==> config.mk <==
export PLATFORM = sky130hd
export DESIGN_NAME = vgc_general_regs
export DESIGN_NICKNAME = d
export VERILOG_FILES = /design/src/vgc_pkg.sv /design/src/vgc_general_regs.sv
export SDC_FILE = /design/constraint.sdc
export NUM_CORES = 1
export LEC_CHECK = 0
export BUFFER_PORTS_ARGS = -buffer_cell sky130_fd_sc_hd__buf_2
export CAP_MARGIN = 5
export CORE_ASPECT_RATIO = 1.75
export CORE_MARGIN = 2
export CORE_UTILIZATION = 57
export DETAILED_ROUTE_END_ITERATION = 10
export GPL_TIMING_DRIVEN = 1
export PLACE_DENSITY = 0.77
export SLEW_MARGIN = 20
export SYNTH_ARGS = -nofsm -noshare
export SYNTH_HDL_FRONTEND = slang
export SYNTH_SLANG_ARGS = --single-unit
==> constraint.sdc <==
create_clock -name clk -period 4.05 [get_ports clk]
set_input_delay 0.2025 -clock clk [delete_from_list [all_inputs] [get_ports clk]]
set_output_delay 0.2025 -clock clk [all_outputs]
set_load 0.01 [all_outputs]
==> src/vgc_pkg.sv <==
// constants and state layout for the general display-controller registers
package vgc_pkg;

    // host i/o port addresses
    localparam logic [15:0] VGC_IDX_MONO    = 16'h03B4;
    localparam logic [15:0] VGC_DAT_MONO    = 16'h03B5;
    localparam logic [15:0] VGC_STAT_MONO   = 16'h03BA;
    localparam logic [15:0] VGC_IDX_COLR    = 16'h03D4;
    localparam logic [15:0] VGC_DAT_COLR    = 16'h03D5;
    localparam logic [15:0] VGC_STAT_COLR   = 16'h03DA;
    localparam logic [15:0] VGC_MISC_ADDR   = 16'h03C2;
    localparam logic [15:0] VGC_MODE_MONO   = 16'h03B8;
    localparam logic [15:0] VGC_MODE_COLR   = 16'h03D8;

    // timing-register indices behind the data port
    localparam logic [7:0] VGC_TIX_CUR_HI   = 8'h0E;
    localparam logic [7:0] VGC_TIX_CUR_LO   = 8'h0F;
    localparam logic [7:0] VGC_TIX_VRE      = 8'h11;
    localparam logic [7:0] VGC_TIX_LINE400  = 8'hF9;
    localparam logic [7:0] VGC_TIX_EMU      = 8'hFF;

    // reset values and the unmapped-port read value
    localparam logic [7:0] VGC_MISC_RST     = 8'h00;
    localparam logic [7:0] VGC_FEAT_RST     = 8'h00;
    localparam logic [7:0] VGC_MODE_RST     = 8'h00;
    localparam logic [7:0] VGC_VRE_RST      = 8'h00;
    localparam logic [7:0] VGC_LINE400_RST  = 8'h80;
    localparam logic [7:0] VGC_EMU_RST      = 8'h00;
    localparam logic [7:0] VGC_UNMAPPED     = 8'hFF;

    // field positions
    localparam int VGC_MISC_COLR_MAP  = 0;
    localparam int VGC_MISC_MEM_EN    = 1;
    localparam int VGC_MISC_CLK_LO    = 2;
    localparam int VGC_MISC_CLK_HI    = 3;
    localparam int VGC_MISC_LOW_PAGE  = 5;
    localparam int VGC_MISC_HSYNC_NEG = 6;
    localparam int VGC_MISC_VSYNC_NEG = 7;
    localparam int VGC_VRE_IRQ_CLR_N  = 4;
    localparam int VGC_VRE_IRQ_EN     = 5;
    localparam int VGC_L400_ALT_READ  = 7;
    localparam int VGC_EMU_COLR_EN    = 0;
    localparam int VGC_EMU_MONO_EN    = 1;
    localparam int VGC_EMU_ACTIVE     = 2;
    localparam int VGC_EMU_TYPE_MONO  = 4;
    localparam int VGC_MODE_COLS80    = 0;
    localparam int VGC_MODE_GFX       = 1;
    localparam int VGC_MODE_BW        = 2;
    localparam int VGC_MODE_VIDEO_EN  = 3;
    localparam int VGC_MODE_HIRES     = 4;
    localparam int VGC_MODE_BLINK     = 5;
    localparam int VGC_MODE_PAGE_HI   = 7;

    // complete state of the register block
    typedef struct packed {
        logic [7:0] misc_reg;
        logic [7:0] feat_reg;
        logic [7:0] mode_reg;
        logic [7:0] index_reg;
        logic [7:0] cur_hi_reg;
        logic [7:0] cur_lo_reg;
        logic [7:0] vre_reg;
        logic [7:0] line400_reg;
        logic [7:0] emu_reg;
        logic       sw_meta_reg;
        logic       sw_reg;
        logic [1:0] fin_meta_reg;
        logic [1:0] fin_reg;
        logic       vretr_d_reg;
        logic       irq_reg;
        logic [7:0] rdata_reg;
        logic       rvalid_reg;
        logic       hsync_reg;
        logic       vsync_reg;
        logic       cols80_reg;
        logic       gfx_reg;
        logic       bw_reg;
        logic       hires_reg;
        logic       video_en_reg;
        logic       blink_reg;
        logic       page_hi_reg;
    } vgc_state_t;

endpackage
==> src/vgc_general_regs.sv <==
// general, status and legacy mode registers of the display controller
//
// Contract
// - misc output write-only; readable at timing index 0Fh when alt-read is 0
// - misc bit0 maps timing ports to 3Bxh (0) or 3Dxh (1); resets 0
// - misc bit1 clear blocks host display memory access, set allows it
// - misc bits 2,3 drive clock select pins and read back
// - misc bit5 set maps lower 64K page at A0000h, clear the upper
// - misc bit6 sets horizontal sync polarity, 1 is negative
// - misc bit7 sets vertical sync polarity, 1 is negative
// - feature control readable at timing index 0Eh when alt-read is 0
// - feature control bits 0,1 drive the two feature output pins
// - status 0 bit4 returns the switch-sense pin level
// - status 0 bits 5,6 return the two feature input pins
// - status 0 bit7 shows interrupt; enabled by 11h bit5, cleared by bit4
// - status 1 bit0 retrace flag, or hsync level in mono emulation
// - status 1 bit3 vertical retrace, vsync, or secondary blue by mode
// - status 1 bits 4,5 palette pair in native mode, else high
// - status 1 bit7 vsync to monitor in mono emulation, else 1
// - mode control acts only in emulation, at 3D8h or 3B8h
// - colour emulation: bit0 80 cols, bit2 mono, bit4 640x200
// - mode bit1 selects text (0) or graphics (1)
// - mode bit3 enables video; clear blanks the screen
// - mode bit5 enables blink; clear gives background intensity
// - mono emulation: mode bit7 selects B0000h or B8000h page
// - alt-read bit resets 1; 1 returns cursor location at 0Eh/0Fh
// - emulation-in-progress bit gates the legacy mode register
`timescale 1ns/1ps

module vgc_general_regs
    import vgc_pkg::*;
(
    // clock and reset
    input  wire logic        clk,
    input  wire logic        resetn,
    // host i/o bus, one-cycle strobes
    input  wire logic [15:0] io_addr,
    input  wire logic        io_wr,
    input  wire logic        io_rd,
    input  wire logic [7:0]  io_wdata,
    output logic      [7:0]  io_rdata,
    output logic             io_rdata_valid,
    // board pins
    input  wire logic        switch_sense,
    input  wire logic        feature_in_lo,
    input  wire logic        feature_in_hi,
    output logic             clock_source_sel_lo,
    output logic             clock_source_sel_hi,
    output logic             feature_ctl_out_lo,
    output logic             feature_ctl_out_hi,
    output logic             display_interrupt_out,
    output logic             hsync_out,
    output logic             vsync_out,
    // display timing and palette, same clock
    input  wire logic        display_active,
    input  wire logic        vertical_retrace,
    input  wire logic        horizontal_sync_level,
    input  wire logic        vertical_sync_level,
    input  wire logic        secondary_blue,
    input  wire logic [5:0]  palette_video,
    input  wire logic [1:0]  colour_plane_mux_sel,
    // controls to memory and display logic
    output logic             io_map_colour,
    output logic             host_mem_enable,
    output logic             lower_page_select,
    output logic             emulation_active,
    output logic             legacy_cols80,
    output logic             legacy_graphics,
    output logic             legacy_black_white,
    output logic             legacy_hires_640,
    output logic             legacy_video_enable,
    output logic             legacy_blink_enable,
    output logic             legacy_page_upper
);

    logic [1:0] rst_sync_reg;
    logic       rst_n;
    vgc_state_t s_reg;
    vgc_state_t s_next;

    // reset release through two flops, assert stays asynchronous
    always_ff @(posedge clk or negedge resetn) begin
        if (!resetn) begin
            rst_sync_reg <= 2'h0;
        end else begin
            rst_sync_reg <= {rst_sync_reg[0], 1'b1};
        end
    end
    assign rst_n = rst_sync_reg[1];

    // address decode helpers
    logic       map_c;
    logic       hit_idx;
    logic       hit_dat;
    logic       hit_stat;
    logic       hit_misc;
    logic       emu_on;
    logic       mono_emu;
    logic       hit_mode_c;
    logic       hit_mode_m;
    logic       vretr_rise;
    logic [1:0] plane_pair;
    logic [7:0] stat0;
    logic [7:0] stat1;
    logic [7:0] dat_rd;

    // the timing ports follow misc bit0
    // port mapping
    assign map_c    = s_reg.misc_reg[VGC_MISC_COLR_MAP];
    assign hit_idx  = io_addr == (map_c ? VGC_IDX_COLR : VGC_IDX_MONO);
    assign hit_dat  = io_addr == (map_c ? VGC_DAT_COLR : VGC_DAT_MONO);
    assign hit_stat = io_addr == (map_c ? VGC_STAT_COLR : VGC_STAT_MONO);
    assign hit_misc = io_addr == VGC_MISC_ADDR;

    assign emu_on   = s_reg.emu_reg[VGC_EMU_ACTIVE];
    assign mono_emu = emu_on & s_reg.emu_reg[VGC_EMU_TYPE_MONO];

    // mode register decode, only while emulating
    assign hit_mode_c = emu_on & s_reg.emu_reg[VGC_EMU_COLR_EN]
                      & (io_addr == VGC_MODE_COLR);
    assign hit_mode_m = emu_on & s_reg.emu_reg[VGC_EMU_MONO_EN] & ~map_c
                      & (io_addr == VGC_MODE_MONO);

    assign vretr_rise = vertical_retrace & ~s_reg.vretr_d_reg;

    // palette pair picked by the colour plane enable select
    always_comb begin
        case (colour_plane_mux_sel)
            2'h0: plane_pair = {palette_video[2], palette_video[0]};
            2'h1: plane_pair = {palette_video[5], palette_video[4]};
            2'h2: plane_pair = {palette_video[3], palette_video[1]};
            2'h3: plane_pair = {palette_video[5], palette_video[4]};
            default: plane_pair = 2'h0;
        endcase
    end

    // status 0: synced pins and interrupt level
    always_comb begin
        stat0 = 8'h00;
        stat0[4] = s_reg.sw_reg;
        stat0[6:5] = s_reg.fin_reg;
        stat0[7] = s_reg.irq_reg;
    end

    // status 1: contents depend on emulation flavour
    always_comb begin
        stat1 = 8'h00;
        if (mono_emu) begin
            stat1[0] = horizontal_sync_level;
            stat1[3] = secondary_blue;
            stat1[7] = s_reg.vsync_reg;
        end else begin
            stat1[0] = ~display_active;
            stat1[3] = emu_on ? vertical_sync_level : vertical_retrace;
            stat1[7] = 1'b1;
        end
        stat1[5:4] = emu_on ? 2'h3 : plane_pair;
    end

    // timing data port readback
    always_comb begin
        case (s_reg.index_reg)
            VGC_TIX_CUR_HI: dat_rd =
                s_reg.line400_reg[VGC_L400_ALT_READ] ? s_reg.cur_hi_reg
                                                     : s_reg.feat_reg;
            VGC_TIX_CUR_LO: dat_rd =
                s_reg.line400_reg[VGC_L400_ALT_READ] ? s_reg.cur_lo_reg
                                                     : s_reg.misc_reg;
            VGC_TIX_VRE:     dat_rd = s_reg.vre_reg;
            VGC_TIX_LINE400: dat_rd = s_reg.line400_reg;
            VGC_TIX_EMU:     dat_rd = s_reg.emu_reg;
            default:         dat_rd = 8'h00;
        endcase
    end

    // next state
    always_comb begin
        s_next = s_reg;

        // pins pass two flops; first stage feeds only the second
        s_next.sw_meta_reg  = switch_sense;
        s_next.sw_reg       = s_reg.sw_meta_reg;
        s_next.fin_meta_reg = {feature_in_hi, feature_in_lo};
        s_next.fin_reg      = s_reg.fin_meta_reg;
        s_next.vretr_d_reg  = vertical_retrace;

        // host writes
        if (io_wr) begin
            if (hit_misc) begin
                s_next.misc_reg = io_wdata;
            end
            if (hit_stat) begin
                s_next.feat_reg = io_wdata;
            end
            if (hit_idx) begin
                s_next.index_reg = io_wdata;
            end
            if (hit_dat) begin
                case (s_reg.index_reg)
                    VGC_TIX_CUR_HI:  s_next.cur_hi_reg  = io_wdata;
                    VGC_TIX_CUR_LO:  s_next.cur_lo_reg  = io_wdata;
                    VGC_TIX_VRE:     s_next.vre_reg     = io_wdata;
                    VGC_TIX_LINE400: s_next.line400_reg = io_wdata;
                    // emulation type bit is hardware-owned
                    VGC_TIX_EMU: s_next.emu_reg = {io_wdata[7:5],
                        s_reg.emu_reg[VGC_EMU_TYPE_MONO], io_wdata[3:0]};
                    default: s_next.index_reg = s_reg.index_reg;
                endcase
            end
            if (hit_mode_c | hit_mode_m) begin
                s_next.mode_reg = io_wdata;
            end
        end

        // any access to a mode address whose emulation enable bit is set records the wanted flavour
        if ((io_wr | io_rd) & s_reg.emu_reg[VGC_EMU_COLR_EN]
            & (io_addr == VGC_MODE_COLR)) begin
            s_next.emu_reg[VGC_EMU_TYPE_MONO] = 1'b0;
        end
        if ((io_wr | io_rd) & s_reg.emu_reg[VGC_EMU_MONO_EN]
            & (io_addr == VGC_MODE_MONO)) begin
            s_next.emu_reg[VGC_EMU_TYPE_MONO] = 1'b1;
        end

        // interrupt latch, clear held while bit4 is 0
        // set on a retrace edge wins over a same-cycle clear write
        if (vretr_rise & s_reg.vre_reg[VGC_VRE_IRQ_EN]
            & s_reg.vre_reg[VGC_VRE_IRQ_CLR_N]) begin
            s_next.irq_reg = 1'b1;
        end else if (!s_reg.vre_reg[VGC_VRE_IRQ_CLR_N]) begin
            s_next.irq_reg = 1'b0;
        end

        // host reads answer one cycle later
        s_next.rvalid_reg = io_rd;
        if (io_rd) begin
            if (hit_misc) begin
                s_next.rdata_reg = stat0;
            end else if (hit_stat) begin
                s_next.rdata_reg = stat1;
            end else if (hit_idx) begin
                s_next.rdata_reg = s_reg.index_reg;
            end else if (hit_dat) begin
                s_next.rdata_reg = dat_rd;
            end else if (hit_mode_c | hit_mode_m) begin
                s_next.rdata_reg = s_reg.mode_reg;
            end else begin
                // floating bus value for unmapped ports
                s_next.rdata_reg = VGC_UNMAPPED;
            end
        end

        s_next.hsync_reg = horizontal_sync_level
                         ^ s_reg.misc_reg[VGC_MISC_HSYNC_NEG];
        s_next.vsync_reg = vertical_sync_level
                         ^ s_reg.misc_reg[VGC_MISC_VSYNC_NEG];

        // legacy controls: inert outside emulation
        // colour-only fields, then graphics for both flavours
        s_next.cols80_reg = emu_on & ~mono_emu
                          & s_reg.mode_reg[VGC_MODE_COLS80];
        s_next.bw_reg     = emu_on & ~mono_emu
                          & s_reg.mode_reg[VGC_MODE_BW];
        s_next.hires_reg  = emu_on & ~mono_emu
                          & s_reg.mode_reg[VGC_MODE_HIRES];
        s_next.gfx_reg    = emu_on & s_reg.mode_reg[VGC_MODE_GFX];
        // video enable; native mode never blanks here
        s_next.video_en_reg = ~emu_on | s_reg.mode_reg[VGC_MODE_VIDEO_EN];
        s_next.blink_reg  = emu_on & s_reg.mode_reg[VGC_MODE_BLINK];
        s_next.page_hi_reg = mono_emu & s_reg.mode_reg[VGC_MODE_PAGE_HI];
    end

    // single state register
    always_ff @(posedge clk or negedge rst_n) begin
        if (!rst_n) begin
            s_reg             <= '0;
            s_reg.misc_reg    <= VGC_MISC_RST;
            s_reg.feat_reg    <= VGC_FEAT_RST;
            s_reg.mode_reg    <= VGC_MODE_RST;
            s_reg.vre_reg     <= VGC_VRE_RST;
            s_reg.line400_reg <= VGC_LINE400_RST;
            s_reg.emu_reg     <= VGC_EMU_RST;
            s_reg.video_en_reg <= 1'b1;
        end else begin
            s_reg <= s_next;
        end
    end

    // outputs straight from state flops
    assign io_rdata              = s_reg.rdata_reg;
    assign io_rdata_valid        = s_reg.rvalid_reg;
    assign clock_source_sel_lo   = s_reg.misc_reg[VGC_MISC_CLK_LO];
    assign clock_source_sel_hi   = s_reg.misc_reg[VGC_MISC_CLK_HI];
    assign feature_ctl_out_lo    = s_reg.feat_reg[0];
    assign feature_ctl_out_hi    = s_reg.feat_reg[1];
    assign display_interrupt_out = s_reg.irq_reg;
    assign hsync_out             = s_reg.hsync_reg;
    assign vsync_out             = s_reg.vsync_reg;
    assign io_map_colour         = map_c;
    assign host_mem_enable       = s_reg.misc_reg[VGC_MISC_MEM_EN];
    assign lower_page_select     = s_reg.misc_reg[VGC_MISC_LOW_PAGE];
    assign emulation_active      = emu_on;
    assign legacy_cols80         = s_reg.cols80_reg;
    assign legacy_graphics       = s_reg.gfx_reg;
    assign legacy_black_white    = s_reg.bw_reg;
    assign legacy_hires_640      = s_reg.hires_reg;
    assign legacy_video_enable   = s_reg.video_en_reg;
    assign legacy_blink_enable   = s_reg.blink_reg;
    assign legacy_page_upper     = s_reg.page_hi_reg;

endmodule

==> results of run 1 <==
-- per-stage QoR --
step / utilization [%] / total power [mW] / cells
2_1_floorplan: - / 1.09 / 386
3_3_place_gp: 63.0 / 1.14 / 531
3_5_place_dp: 63.0 / 1.15 / 531
4_1_cts: 68.0 / 2.15 / 552
5_1_grt: 68.0 / 2.21 / 552
6_report: 68.0 / 2.14 / 552
-- cell usage after synthesis, types with 6 or more instances --
master / count
a21oi_1: 8
a22oi_1: 8
and2_1: 8
buf_4: 8
clkbuf_1: 6
dfrtp_1: 98
mux2_2: 71
mux2i_1: 8
nand2_1: 26
nor2_1: 25
o21ai_0: 7
-- kinds of logic (layout without fill, tap and decap cells) --
group           count (synthesis)  count (layout)  share of synthesized area (%)
xor+xnor                        2               2                          0.363
flops                         100             100                           51.9
other cells                     1               1                         0.0776
buf+inv                        21              95                           2.36
mux                            88              88                           21.5
compound gates                 62              62                           9.43
simple gates                  112             112                           14.4
-- metal layers --
metal  GRT usage (%)  up-vias  wire length [um]
li1                -     1580                 -
met1            31.3     1730              4300
met2            47.4      114              6600
met3            3.68       34               438
met4            14.5        0               487
met5               0        -                 0
-- report_power, final --
group | switching (mW) | internal (mW)
logic | 0.0573 | 0.0412
registers | 0.0210 | 1.01
clock network | 0.365 | 0.639
total | 0.444 | 1.69
-- cell type report --
| class | instances | area (sq um) | area share (%) |
|---|---|---|---|
| clock inverter | 5 | 108 | 1.92 |
| tap | 92 | 115 | 2.05 |
| sequential | 100 | 2510 | 44.7 |
| timing repair buffer | 76 | 408 | 7.27 |
| inverter | 3 | 11.3 | 0.201 |
| multi-input combinational | 265 | 2210 | 39.4 |
| clock buffer | 11 | 253 | 4.50 |
-- worst reg2reg max path, stage by stage, from the launching register on --
cell and delay [ns]:
dfrtp_1 0.78, nand4_1 0.51, nor3_4 0.59, mux2_2 0.40
-- repair_timing --
item,CTS,global route
hold buffers,5,0
setup buffers,0,0
resized for setup,0,0
endpoints found under the hold margin,6,0
-- path summary, 6_finish.rpt --
path / start / end / slack [ns]
worst max-delay path: s_reg[66] / s_reg[52] / 1.65
worst min-delay path: vertical_sync_level / vsync_out / 0.09
min in group asynchronous: resetn / rst_sync_reg[0] / 0.16
worst max register to register: s_reg[66] / s_reg[52] / 1.65
max in group asynchronous: rst_sync_reg[1] / s_reg[44] / 2.70
worst min register to register: rst_sync_reg[0] / rst_sync_reg[1] / 0.36
==> key figures, run 1 <==
STA
  – Share of the clock period used by the worst path after layout: 59.3%
  – Final hold slack: 0.0901 ns
  – RSZ-0062 raised after global routing: false
  – Final hold vios: 0
  – Worst setup slack after layout: 1.65 ns
  – Max Clock Skew: 0.00564 ns
  – Top achievable clock speed: 417 MHz
  – Slew @ Worst Pin: 0.860 ns
  – Max-slew headroom at the worst pin: 42.7%
  – Setup-violating endpoint count in the final report: 0
  – Clock period minus final worst setup slack: 2.40 ns
  – Post-route setup TNS: 0 ns
  – Count of pins over their slew limit: 0

Min path
  – Depth of the worst hold-timing path: 2
  – Path class of the lowest-slack min-delay path: in -> reg

Critical path
  – Worst-path fanout max: 14
  – Slowest stage delay, CP: 0.78 ns
  – Type of origin of the critical path: flop
  – Depth of the most critical reg-to-reg path: 3
  – Worst path buffer plus inverter count: 0
  – Worst setup EP type: flop
  – CP cell instances: nand4_1, nor3_4, mux2_2
  – Top delay family on crit path: simple AND/OR/NAND/NOR gates
  – Critical Path Stages: 3
  – Arrival time at the worst endpoint: 2.63 ns
  – Worst endpoint required time: 4.28 ns
  – Worst setup path category: reg -> reg
  – Critical path's slowest cell: dfrtp_1

Outcome
  – Run status: finished, final reports clean

Floorplanning
  – Number of primary I/O pins: 71
  – Die Y: 126 um
  – Initial Util: 58.5%
  – Overall die area: 9250 sq um
  – Chip Width: 73.6 um
  – Row cnt: 44
  – Core Region: 8260 sq um

Final layout
  – Final non-filler cell area: 5610 sq um
  – Commonest cells after routing, fill and taps aside: 97 x dfrtp_1, 71 x mux2_2, 70 x buf_2, 26 x nand2_1, 25 x nor2_1
  – Layout cells sized above 1: 40.0%
  – Count of filler cells inserted in the layout: 632
  – Total number of nets in the final design: 499
  – ANT cells: 0
  – Growth of design area from synthesis to finish: 16.2%
  – Largest register FFs: 68
  – Commonest non-fill, non-tap cell in the layout: dfrtp_1

Synthesis
  – Portion of synthesized cell area occupied by the leading cell type: 50.8%
  – Library cell with the largest summed area after synthesis: dfrtp_1
  – Async set or reset register ratio after synthesis: 100%
  – Number of register bits inferred by synthesis: 100
  – Syn Area/Cell: 12.5 sq um
  – Seq/Total Area, Yosys: 51.9%
  – Number of enable flip-flop cells after synthesis: 0
  – Synthesized cell area: 4830 sq um
  – Net count after synthesis: 430
  – Gate count after technology mapping: 386
  – Largest cells by area after synthesis: dfrtp_1 51%, mux2_2 17%, mux4_2 2.3%
  – Top flip-flop cell by instance count after synthesis: dfrtp_1
  – Number of distinct library cells after synthesis: 69
  – Count of warnings emitted by yosys: 0

Routing
  – DRC violations left: 0
  – First-pass DRT Iterations: 4
  – Number of nets with antenna violations after detailed routing: 0
  – Routed vias: 3,458
  – Number of DRC violations after detailed-routing iteration 0: 192
  – Wire length per cell: 21.4 um
  – Detailed Route WL: 11.8 mm
  – Number of vias per cell: 6.26

Placement
  – Placer congestion estimate: 0.907
  – Detailed placer's ending HPWL: 8.73 mm
  – Worst setup timing slack at the placement stage: 1.55 ns
  – PortBufs: 70
  – Standard cell area after detailed placement: 5200 sq um

CTS
  – Buffer type at the clock tree root: clkbuf_16
  – CTS buffer count: 9
  – TritonCTS clock tree: built
  – H-tree Lvls: 3
  – Deepest clock path buffer count: 2
  – Clock sink count: 100
  – Clock-pin slew on the worst setup and hold paths: 0.07 ns
  – Clock latency on the worst-skew pair: 0.34 ns

Global routing
  – Overall track demand over capacity in global routing: 27.2%
  – Initial antenna violation count: 0
  – Total grt overflow: 0
  – Number of global-route vias before repair: 3,676
  – First-pass GRT wire length: 18.8 mm
  – Pin count of the biggest net entering global routing: 68

Power and ir drop
  – Total power density per cell area: 380 nW/um^2
  – Max rail drop VDD: 0.000316 V
  – Cell leakage power: 2.66 nW

Flow run
  – Max-cap violations: 0
No activity file was read; power rests on OpenSTA's default activity.
==> run 2, diff against run 1 <==
--- a/config.mk
+++ b/config.mk
@@ -9,10 +9,10 @@
 export CAP_MARGIN = 5
 export CORE_ASPECT_RATIO = 1.75
 export CORE_MARGIN = 2
-export CORE_UTILIZATION = 57
+export CORE_UTILIZATION = 52
 export DETAILED_ROUTE_END_ITERATION = 10
 export GPL_TIMING_DRIVEN = 1
-export PLACE_DENSITY = 0.77
+export PLACE_DENSITY = 0.74
 export SLEW_MARGIN = 20
 export SYNTH_ARGS = -nofsm -noshare
 export SYNTH_HDL_FRONTEND = slang
==> constraint.sdc (replaced) <==
create_clock -name clk -period 2.1 [get_ports clk]
set_input_delay 0.105 -clock clk [delete_from_list [all_inputs] [get_ports clk]]
set_output_delay 0.105 -clock clk [all_outputs]
set_load 0.01 [all_outputs]
==> run 2 against run 1 <==
- non-clock buffer count increased by 36
- flip-flop and latch count unchanged
- worst setup slack got worse by 1.6 ns
- critical path depth increased by 2
- critical path type unchanged
- highest routed layer unchanged
- total power increased by 79%
- clock power increased by 63%
- die area increased by 9.2%
- combinational power increased by 120%
- largest power group unchanged
- via count increased by 5.3%
- routed wire length increased by 5.0%
- sequential share of layout area decreased by 2.4 points
- first-iteration DRC count increased by 28%
==> key figures, run 2 (synthesized netlist as in run 1, its figures left out) <==
Final layout
  – Layout cells sized above 1: 45.2% (+5.2 points)
  – Register Area: 2510 sq um (unchanged)
  – Commonest cells after routing, fill and taps aside: 97 x dfrtp_1, 71 x mux2_2, 70 x buf_2, 31 x buf_4, 26 x nand2_1
  – Multi-input gate area: 2230 sq um (+0.91%)
  – Largest register FFs: 68 (unchanged)
  – Growth of design area from synthesis to finish: 22.7%
  – Total number of nets in the final design: 535 (+7.2%)
  – Commonest non-fill, non-tap cell in the layout: dfrtp_1
  – Count of filler cells inserted in the layout: 710 (+12%)
  – ANT cells: 0 (unchanged)
  – Final non-filler cell area: 5930 sq um (+5.6%)

STA
  – Top achievable clock speed: 482 MHz (+16%)
  – Worst setup slack after layout: 0.0246 ns (-1.63 ns)
  – RSZ-0062 raised after global routing: true
  – Final hold vios: 0 (unchanged)
  – Clock period minus final worst setup slack: 2.08 ns (-0.325 ns)
  – Setup-violating endpoint count in the final report: 0 (unchanged)
  – Count of pins over their slew limit: 0 (unchanged)
  – Final hold slack: 0.00950 ns (-0.0806 ns)
  – Max Clock Skew: 0.00932 ns (+0.00368 ns)
  – Post-route setup TNS: 0 ns (unchanged)
  – Share of the clock period used by the worst path after layout: 98.8% (+40 points)

Routing
  – Routed vias: 3,641 (+5.3%)
  – Detailed Route WL: 12.4 mm (+5.0%)
  – Number of vias per cell: 5.91 (-5.6%)
  – First-pass DRT Iterations: 5 (+1)
  – Number of DRC violations after detailed-routing iteration 0: 245 (+28%)
  – DRC violations left: 0 (unchanged)
  – Wire length per cell: 20.2 um (-5.9%)
  – Number of nets with antenna violations after detailed routing: 0 (unchanged)

Global routing
  – Overall track demand over capacity in global routing: 26.0% (-1.2 points)
  – Total grt overflow: 0 (unchanged)
  – Initial antenna violation count: 0 (unchanged)
  – Pin count of the biggest net entering global routing: 68 (unchanged)
  – Number of global-route vias before repair: 3,900 (+6.1%)
  – First-pass GRT wire length: 20.1 mm (+6.8%)

Placement
  – PortBufs: 70 (unchanged)
  – Worst setup timing slack at the placement stage: -0.0653 ns (-1.61 ns)
  – Detailed placer's ending HPWL: 9.33 mm (+6.8%)
  – Standard cell area after detailed placement: 5500 sq um (+5.8%)
  – Placer congestion estimate: 0.904 (-0.30%)

Critical path
  – Worst endpoint required time: 2.33 ns (-1.95 ns)
  – Arrival time at the worst endpoint: 2.31 ns (-0.32 ns)
  – Slowest stage delay, CP: 0.59 ns (-0.19 ns)
  – CP cell instances: or4_4, nor3_2, nand3_1, buf_4, mux2_2
  – Critical path's slowest cell: or4_4
  – Type of origin of the critical path: flop
  – Worst setup EP type: flop
  – Worst-path fanout max: 8 (-6)
  – Slack of the worst reg-to-reg path: 0.02 ns (-1.63 ns)
  – Depth of the most critical reg-to-reg path: 5 (+2)
  – Endpoint of the lowest-slack register-to-register path: s_reg[58]
  – Worst setup path category: reg -> reg
  – Worst R2R Start: s_reg[71]

Min path
  – Hold Crit Endpoint: io_rdata_valid
  – Depth of the worst hold-timing path: 1 (-1)
  – Path class of the lowest-slack min-delay path: in -> reg
  – Worst hold path startpoint: io_rd

Power and ir drop
  – Cell leakage power: 2.83 nW (+6.2%)
  – Total power density per cell area: 644 nW/um^2 (+69%)
  – Max rail drop VDD: 0.000534 V (+69%)

CTS
  – CTS buffer count: 9 (unchanged)
  – TritonCTS clock tree: built
  – Deepest clock path buffer count: 2 (unchanged)
  – Clock sink count: 100 (unchanged)
  – Clock-pin slew on the worst setup and hold paths: 0.07 ns (about the same)
  – Buffer type at the clock tree root: clkbuf_16
  – H-tree Lvls: 3 (unchanged)
  – Clock latency on the worst-skew pair: 0.35 ns (about the same)

Floorplanning
  – Core Region: 9040 sq um (+9.4%)
  – Overall die area: 10,100 sq um (+9.2%)
  – Row cnt: 46 (+4.5%)
  – Initial Util: 53.4% (-5.0 points)
  – Die Y: 131 um (+4.5%)
  – Chip Width: 76.9 um (+4.4%)
  – Number of primary I/O pins: 71 (unchanged)

Outcome
  – Run status: finished, final reports clean

Flow run
  – Max-cap violations: 0 (unchanged)
[run 2: changes by cell type in the layout (fill, tap and decap cells not counted), sizes merged]
cell         change
buf             +34
inv              +4
bufinv           -3
dlygate4sd3      +2
clkbuf           -1
clkinv           -1
clkinvlp         +1
[run 2: report_power, final]
| part | switching [mW] | internal [mW] | total (mW) |
|---|---|---|---|
| Combinational | 0.124 | 0.0881 | 0.212 |
| Clock | 0.767 | 0.859 | 1.63 |
| Sequential | 0.0278 | 1.95 | 1.98 |
| Total | 0.919 | 2.90 | 3.82 |
[run 2: cell type report]
class	count	share of cell area [%]
Clock inverter	6	0.908
Timing Repair Buffer	112	12.4
Inverter	3	0.190
Tap cell	120	2.53
Sequential cell	100	42.3
Multi-Input combinational cell	265	37.6
Clock buffer	10	4.03
[run 2: timing repair]
| item | CTS | global route |
|---|---|---|
| endpoints found under the setup margin | 25 | 33 |
| hold endpoints to repair | 8 | 0 |
| setup buffers | 1 | 1 |
| hold buffers | 7 | 0 |
| resized for setup | 2 | 6 |
| pin swaps | 1 | 2 |
[run 2: stage by stage]
step / std cells / util [%] / total power, mW
after global routing: 616 / 65.6 / 3.94
after detailed placement: 591 / 60.9 / 2.22
after floorplan: 386 / - / 2.11
after CTS: 615 / 65.2 / 3.84
after global placement: 591 / 60.9 / 2.21
final: 616 / 65.6 / 3.82
[run 2: worst max path at each step]
stage | from | end | slack [ns] | depth (start not counted)
final | s_reg[71] | s_reg[58] | 0.02 | 5
after detailed placement | io_addr[15] | s_reg[31] | -0.07 | 7
after global placement | s_reg[71] | s_reg[60] | -0.06 | 5
after CTS | s_reg[73] | s_reg[46] | 0.02 | 6
after floorplan | s_reg[70] | s_reg[58] | 0.09 | 5
after global routing | s_reg[71] | s_reg[58] | -0.009 | 5
[run 2: critical path, delay by kind of cell, from the launching register on]
| kind | cells | cell delay (ns) |
|---|---|---|
| buffers and inverters | 1 | 0.19 |
| DFF | 1 | 0.45 |
| muxes | 1 | 0.28 |
| and+or+nand+nor | 3 | 1.03 |
[run 2: metal layers]
layer | wire length [um] | up-vias | GRT usage [%]
li1 | - | 1655 | -
met1 | 4490 | 1825 | 27.0
met2 | 6820 | 114 | 46.8
met3 | 373 | 47 | 4.33
met4 | 726 | 0 | 17.6
met5 | 0 | - | 0
==> run 3, diff against run 2 <==
--- a/config.mk
+++ b/config.mk
@@ -5,7 +5,7 @@
 export SDC_FILE = /design/constraint.sdc
 export NUM_CORES = 1
 export LEC_CHECK = 0
-export BUFFER_PORTS_ARGS = -buffer_cell sky130_fd_sc_hd__buf_2
+export BUFFER_PORTS_ARGS = -buffer_cell sky130_fd_sc_hd__buf_4
 export CAP_MARGIN = 5
 export CORE_ASPECT_RATIO = 1.75
 export CORE_MARGIN = 2
@@ -13,7 +13,8 @@
 export DETAILED_ROUTE_END_ITERATION = 10
 export GPL_TIMING_DRIVEN = 1
 export PLACE_DENSITY = 0.74
-export SLEW_MARGIN = 20
+export SKIP_LAST_GASP = 1
+export SLEW_MARGIN = 15
 export SYNTH_ARGS = -nofsm -noshare
 export SYNTH_HDL_FRONTEND = slang
 export SYNTH_SLANG_ARGS = --single-unit
==> run 3 against run 2 <==
- via count grew 1.4%
- register-to-register slack gained 0.02 ns
- die area did not move
- clock skew is 0.0022 ns lower
- flip-flop and latch count unchanged
- largest power group unchanged
- highest routed layer unchanged
==> key figures, run 3 (synthesized netlist as in run 1, its figures left out) <==
Floorplanning
  – Core Region: 9040 sq um (unchanged)
  – Chip Width: 76.9 um (unchanged)
  – Number of primary I/O pins: 71 (unchanged)
  – Initial Util: 53.4% (unchanged)
  – Overall die area: 10,100 sq um (unchanged)
  – Row cnt: 46 (unchanged)
  – Die Y: 131 um (unchanged)

CTS
  – Clock latency on the worst-skew pair: 0.34 ns (about the same)
  – CTS buffer count: 9 (unchanged)
  – Clock-pin slew on the worst setup and hold paths: 0.07 ns (about the same)
  – Clock sink count: 100 (unchanged)
  – H-tree Lvls: 3 (unchanged)
  – Deepest clock path buffer count: 2 (unchanged)
  – Buffer type at the clock tree root: clkbuf_16
  – TritonCTS clock tree: built

STA
  – RSZ-0062 raised after global routing: true
  – Count of pins over their slew limit: 0 (unchanged)
  – Share of the clock period used by the worst path after layout: 97.9% (-0.96 points)
  – Max-slew headroom at the worst pin: 65.7%
  – Clock period minus final worst setup slack: 2.06 ns (-0.0201 ns)
  – Worst setup slack after layout: 0.0446 ns (+0.0201 ns)
  – Max Clock Skew: 0.00710 ns (-0.00222 ns)
  – Slew @ Worst Pin: 0.514 ns
  – Post-route setup TNS: 0 ns (unchanged)
  – Final hold vios: 0 (unchanged)
  – Top achievable clock speed: 487 MHz (+0.98%)
  – Setup-violating endpoint count in the final report: 0 (unchanged)

Power and ir drop
  – Design internal power: 2.95 mW (+2.0%)
  – P_sw: 0.875 mW (-4.8%)
  – Cell leakage power: 2.88 nW (+2.0%)
  – Max rail drop VDD: 0.000491 V (-8.2%)
  – Part of the power in the clock network: 41.8% (-0.8 points)
  – Overall power: 3.83 mW (+0.37%)
  – Total power density per cell area: 627 nW/um^2 (-2.7%)
  – Proportion of total power due to net switching: 22.8% (-1.2 points)
  – Combinational fraction of design power: 6.5% (+0.9 points)
  – Sequential cell fraction of total power: 51.8% (about the same)

Routing
  – Wire length per cell: 20.4 um (+1.4%)
  – Routed vias: 3,692 (+1.4%)
  – Number of nets with antenna violations after detailed routing: 0 (unchanged)
  – DRC violations left: 0 (unchanged)
  – Number of vias per cell: 5.96 (+0.91%)
  – Detailed Route WL: 12.6 mm (+1.8%)
  – Number of DRC violations after detailed-routing iteration 0: 182 (-26%)
  – First-pass DRT Iterations: 5 (unchanged)

Outcome
  – Run status: finished, final reports clean

Final layout
  – Total number of nets in the final design: 538 (+0.56%)
  – Growth of design area from synthesis to finish: 26.6%
  – Final cell count without fillers: 619 (+0.49%)
  – Layout cells sized above 1: 45.1% (-0.071 points)
  – ANT cells: 0 (unchanged)
  – Largest register FFs: 68 (unchanged)
  – Commonest cells after routing, fill and taps aside: 104 x buf_4, 97 x dfrtp_1, 71 x mux2_2, 25 x nor2_1, 25 x nand2_1
  – Commonest non-fill, non-tap cell in the layout: buf_4

Placement
  – Placer congestion estimate: 0.884 (-2.2%)
  – Number of placed cells counting well taps: 594 (+0.51%)
  – Worst setup timing slack at the placement stage: -0.0681 ns (-0.00284 ns)
  – PortBufs: 70 (unchanged)
  – Detailed placer's ending HPWL: 9.61 mm (+3.0%)

Critical path
  – Arrival time at the worst endpoint: 2.28 ns (-0.03 ns)
  – Worst setup EP type: flop
  – Type of origin of the critical path: flop
  – Worst-path fanout max: 8 (unchanged)
  – Worst endpoint required time: 2.32 ns (about the same)
  – Worst setup path category: reg -> reg

Global routing
  – Pin count of the biggest net entering global routing: 42 (-38%)
  – Number of global-route vias before repair: 3,875 (-0.64%)
  – First-pass GRT wire length: 20.3 mm (+1.1%)
  – Total grt overflow: 0 (unchanged)
  – Initial antenna violation count: 0 (unchanged)
  – Overall track demand over capacity in global routing: 26.3% (+0.32 points)

Flow run
  – Max-cap violations: 0 (unchanged)

Min path
  – Path class of the lowest-slack min-delay path: in -> async
run 3: cell types whose count changed in the layout (fill, tap and decap cells not counted):
cell / change
buf_4: +73
buf_2: -70
buf_12: -2
dlygate4sd3_1: +2
and2_1: +1
and2_4: -1
clkbuf_8: +1
inv_8: -1
nand2_1: -1
nand2_2: +1
nor2_2: -1
nor2_4: +1
run 3: cell type report:
class / count / area, sq um
clock buffer: 11 / 253
tap: 120 / 150
clock inverter: 5 / 42.5
fill: 689 / 2920
multi-input combinational: 265 / 2240
inverter: 3 / 11.3
sequential: 100 / 2510
timing repair buffer: 115 / 911
run 3: worst max-delay path: stages, from the launching register on:
cell and delay, ns:
dfrtp_1 0.39, buf_4 0.16, and4_2 0.31, and2_1 0.27, nand2_1 0.12, nor2_4 0.31
mux2_2 0.38
run 3: stage by stage:
| stage | hold WS [ns] | instance area (sq um) | util [%] |
|---|---|---|---|
| detailed placement | -0.112 | 5700 | 63.1 |
| CTS | 0.0687 | 6090 | 67.4 |
| global route | 0.0629 | 6110 | 67.6 |
| floorplan | -0.191 | 4830 | - |
| finish | 0.0761 | 6110 | 67.6 |
| global placement | -0.113 | 5700 | 63.1 |
run 3: path summary, 6_finish.rpt:
check	cells after the start	start	slack, ns	endpoint
worst max-delay path	6	s_reg[71]	0.04	s_reg[37]
worst max register to register	6	s_reg[71]	0.04	s_reg[37]
min in group clk	2	io_wdata[4]	0.08	s_reg[38]
worst min register to register	0	rst_sync_reg[1]	0.31	s_reg[35]
max in group asynchronous	1	rst_sync_reg[1]	1.14	io_rdata[7]
worst min-delay path	2	resetn	0.08	rst_sync_reg[1]
run 3: timing repair:
action | in CTS | in global routing
gates resized for setup | 1 | 7
hold endpoints to repair | 10 | 0
pin swaps | 0 | 3
endpoints found under the setup margin | 7 | 45
hold buffers | 9 | 0
setup buffers | 0 | 0
run 3: routing by layer:
layer	global-route usage, %	wire length [um]
met1	28.2	4400
met2	48.3	7090
met3	4.05	530
met4	14.3	623
met5	0	0
run 3: power groups by stage:
stage	sequential, mW	combinational, mW	clock [mW]
6_report	1.98	0.248	1.60
3_5_place_dp	2.02	0.234	0
4_1_cts	1.98	0.248	1.64
2_1_floorplan	2.03	0.0826	0
3_3_place_gp	2.02	0.230	0
5_1_grt	1.99	0.267	1.72
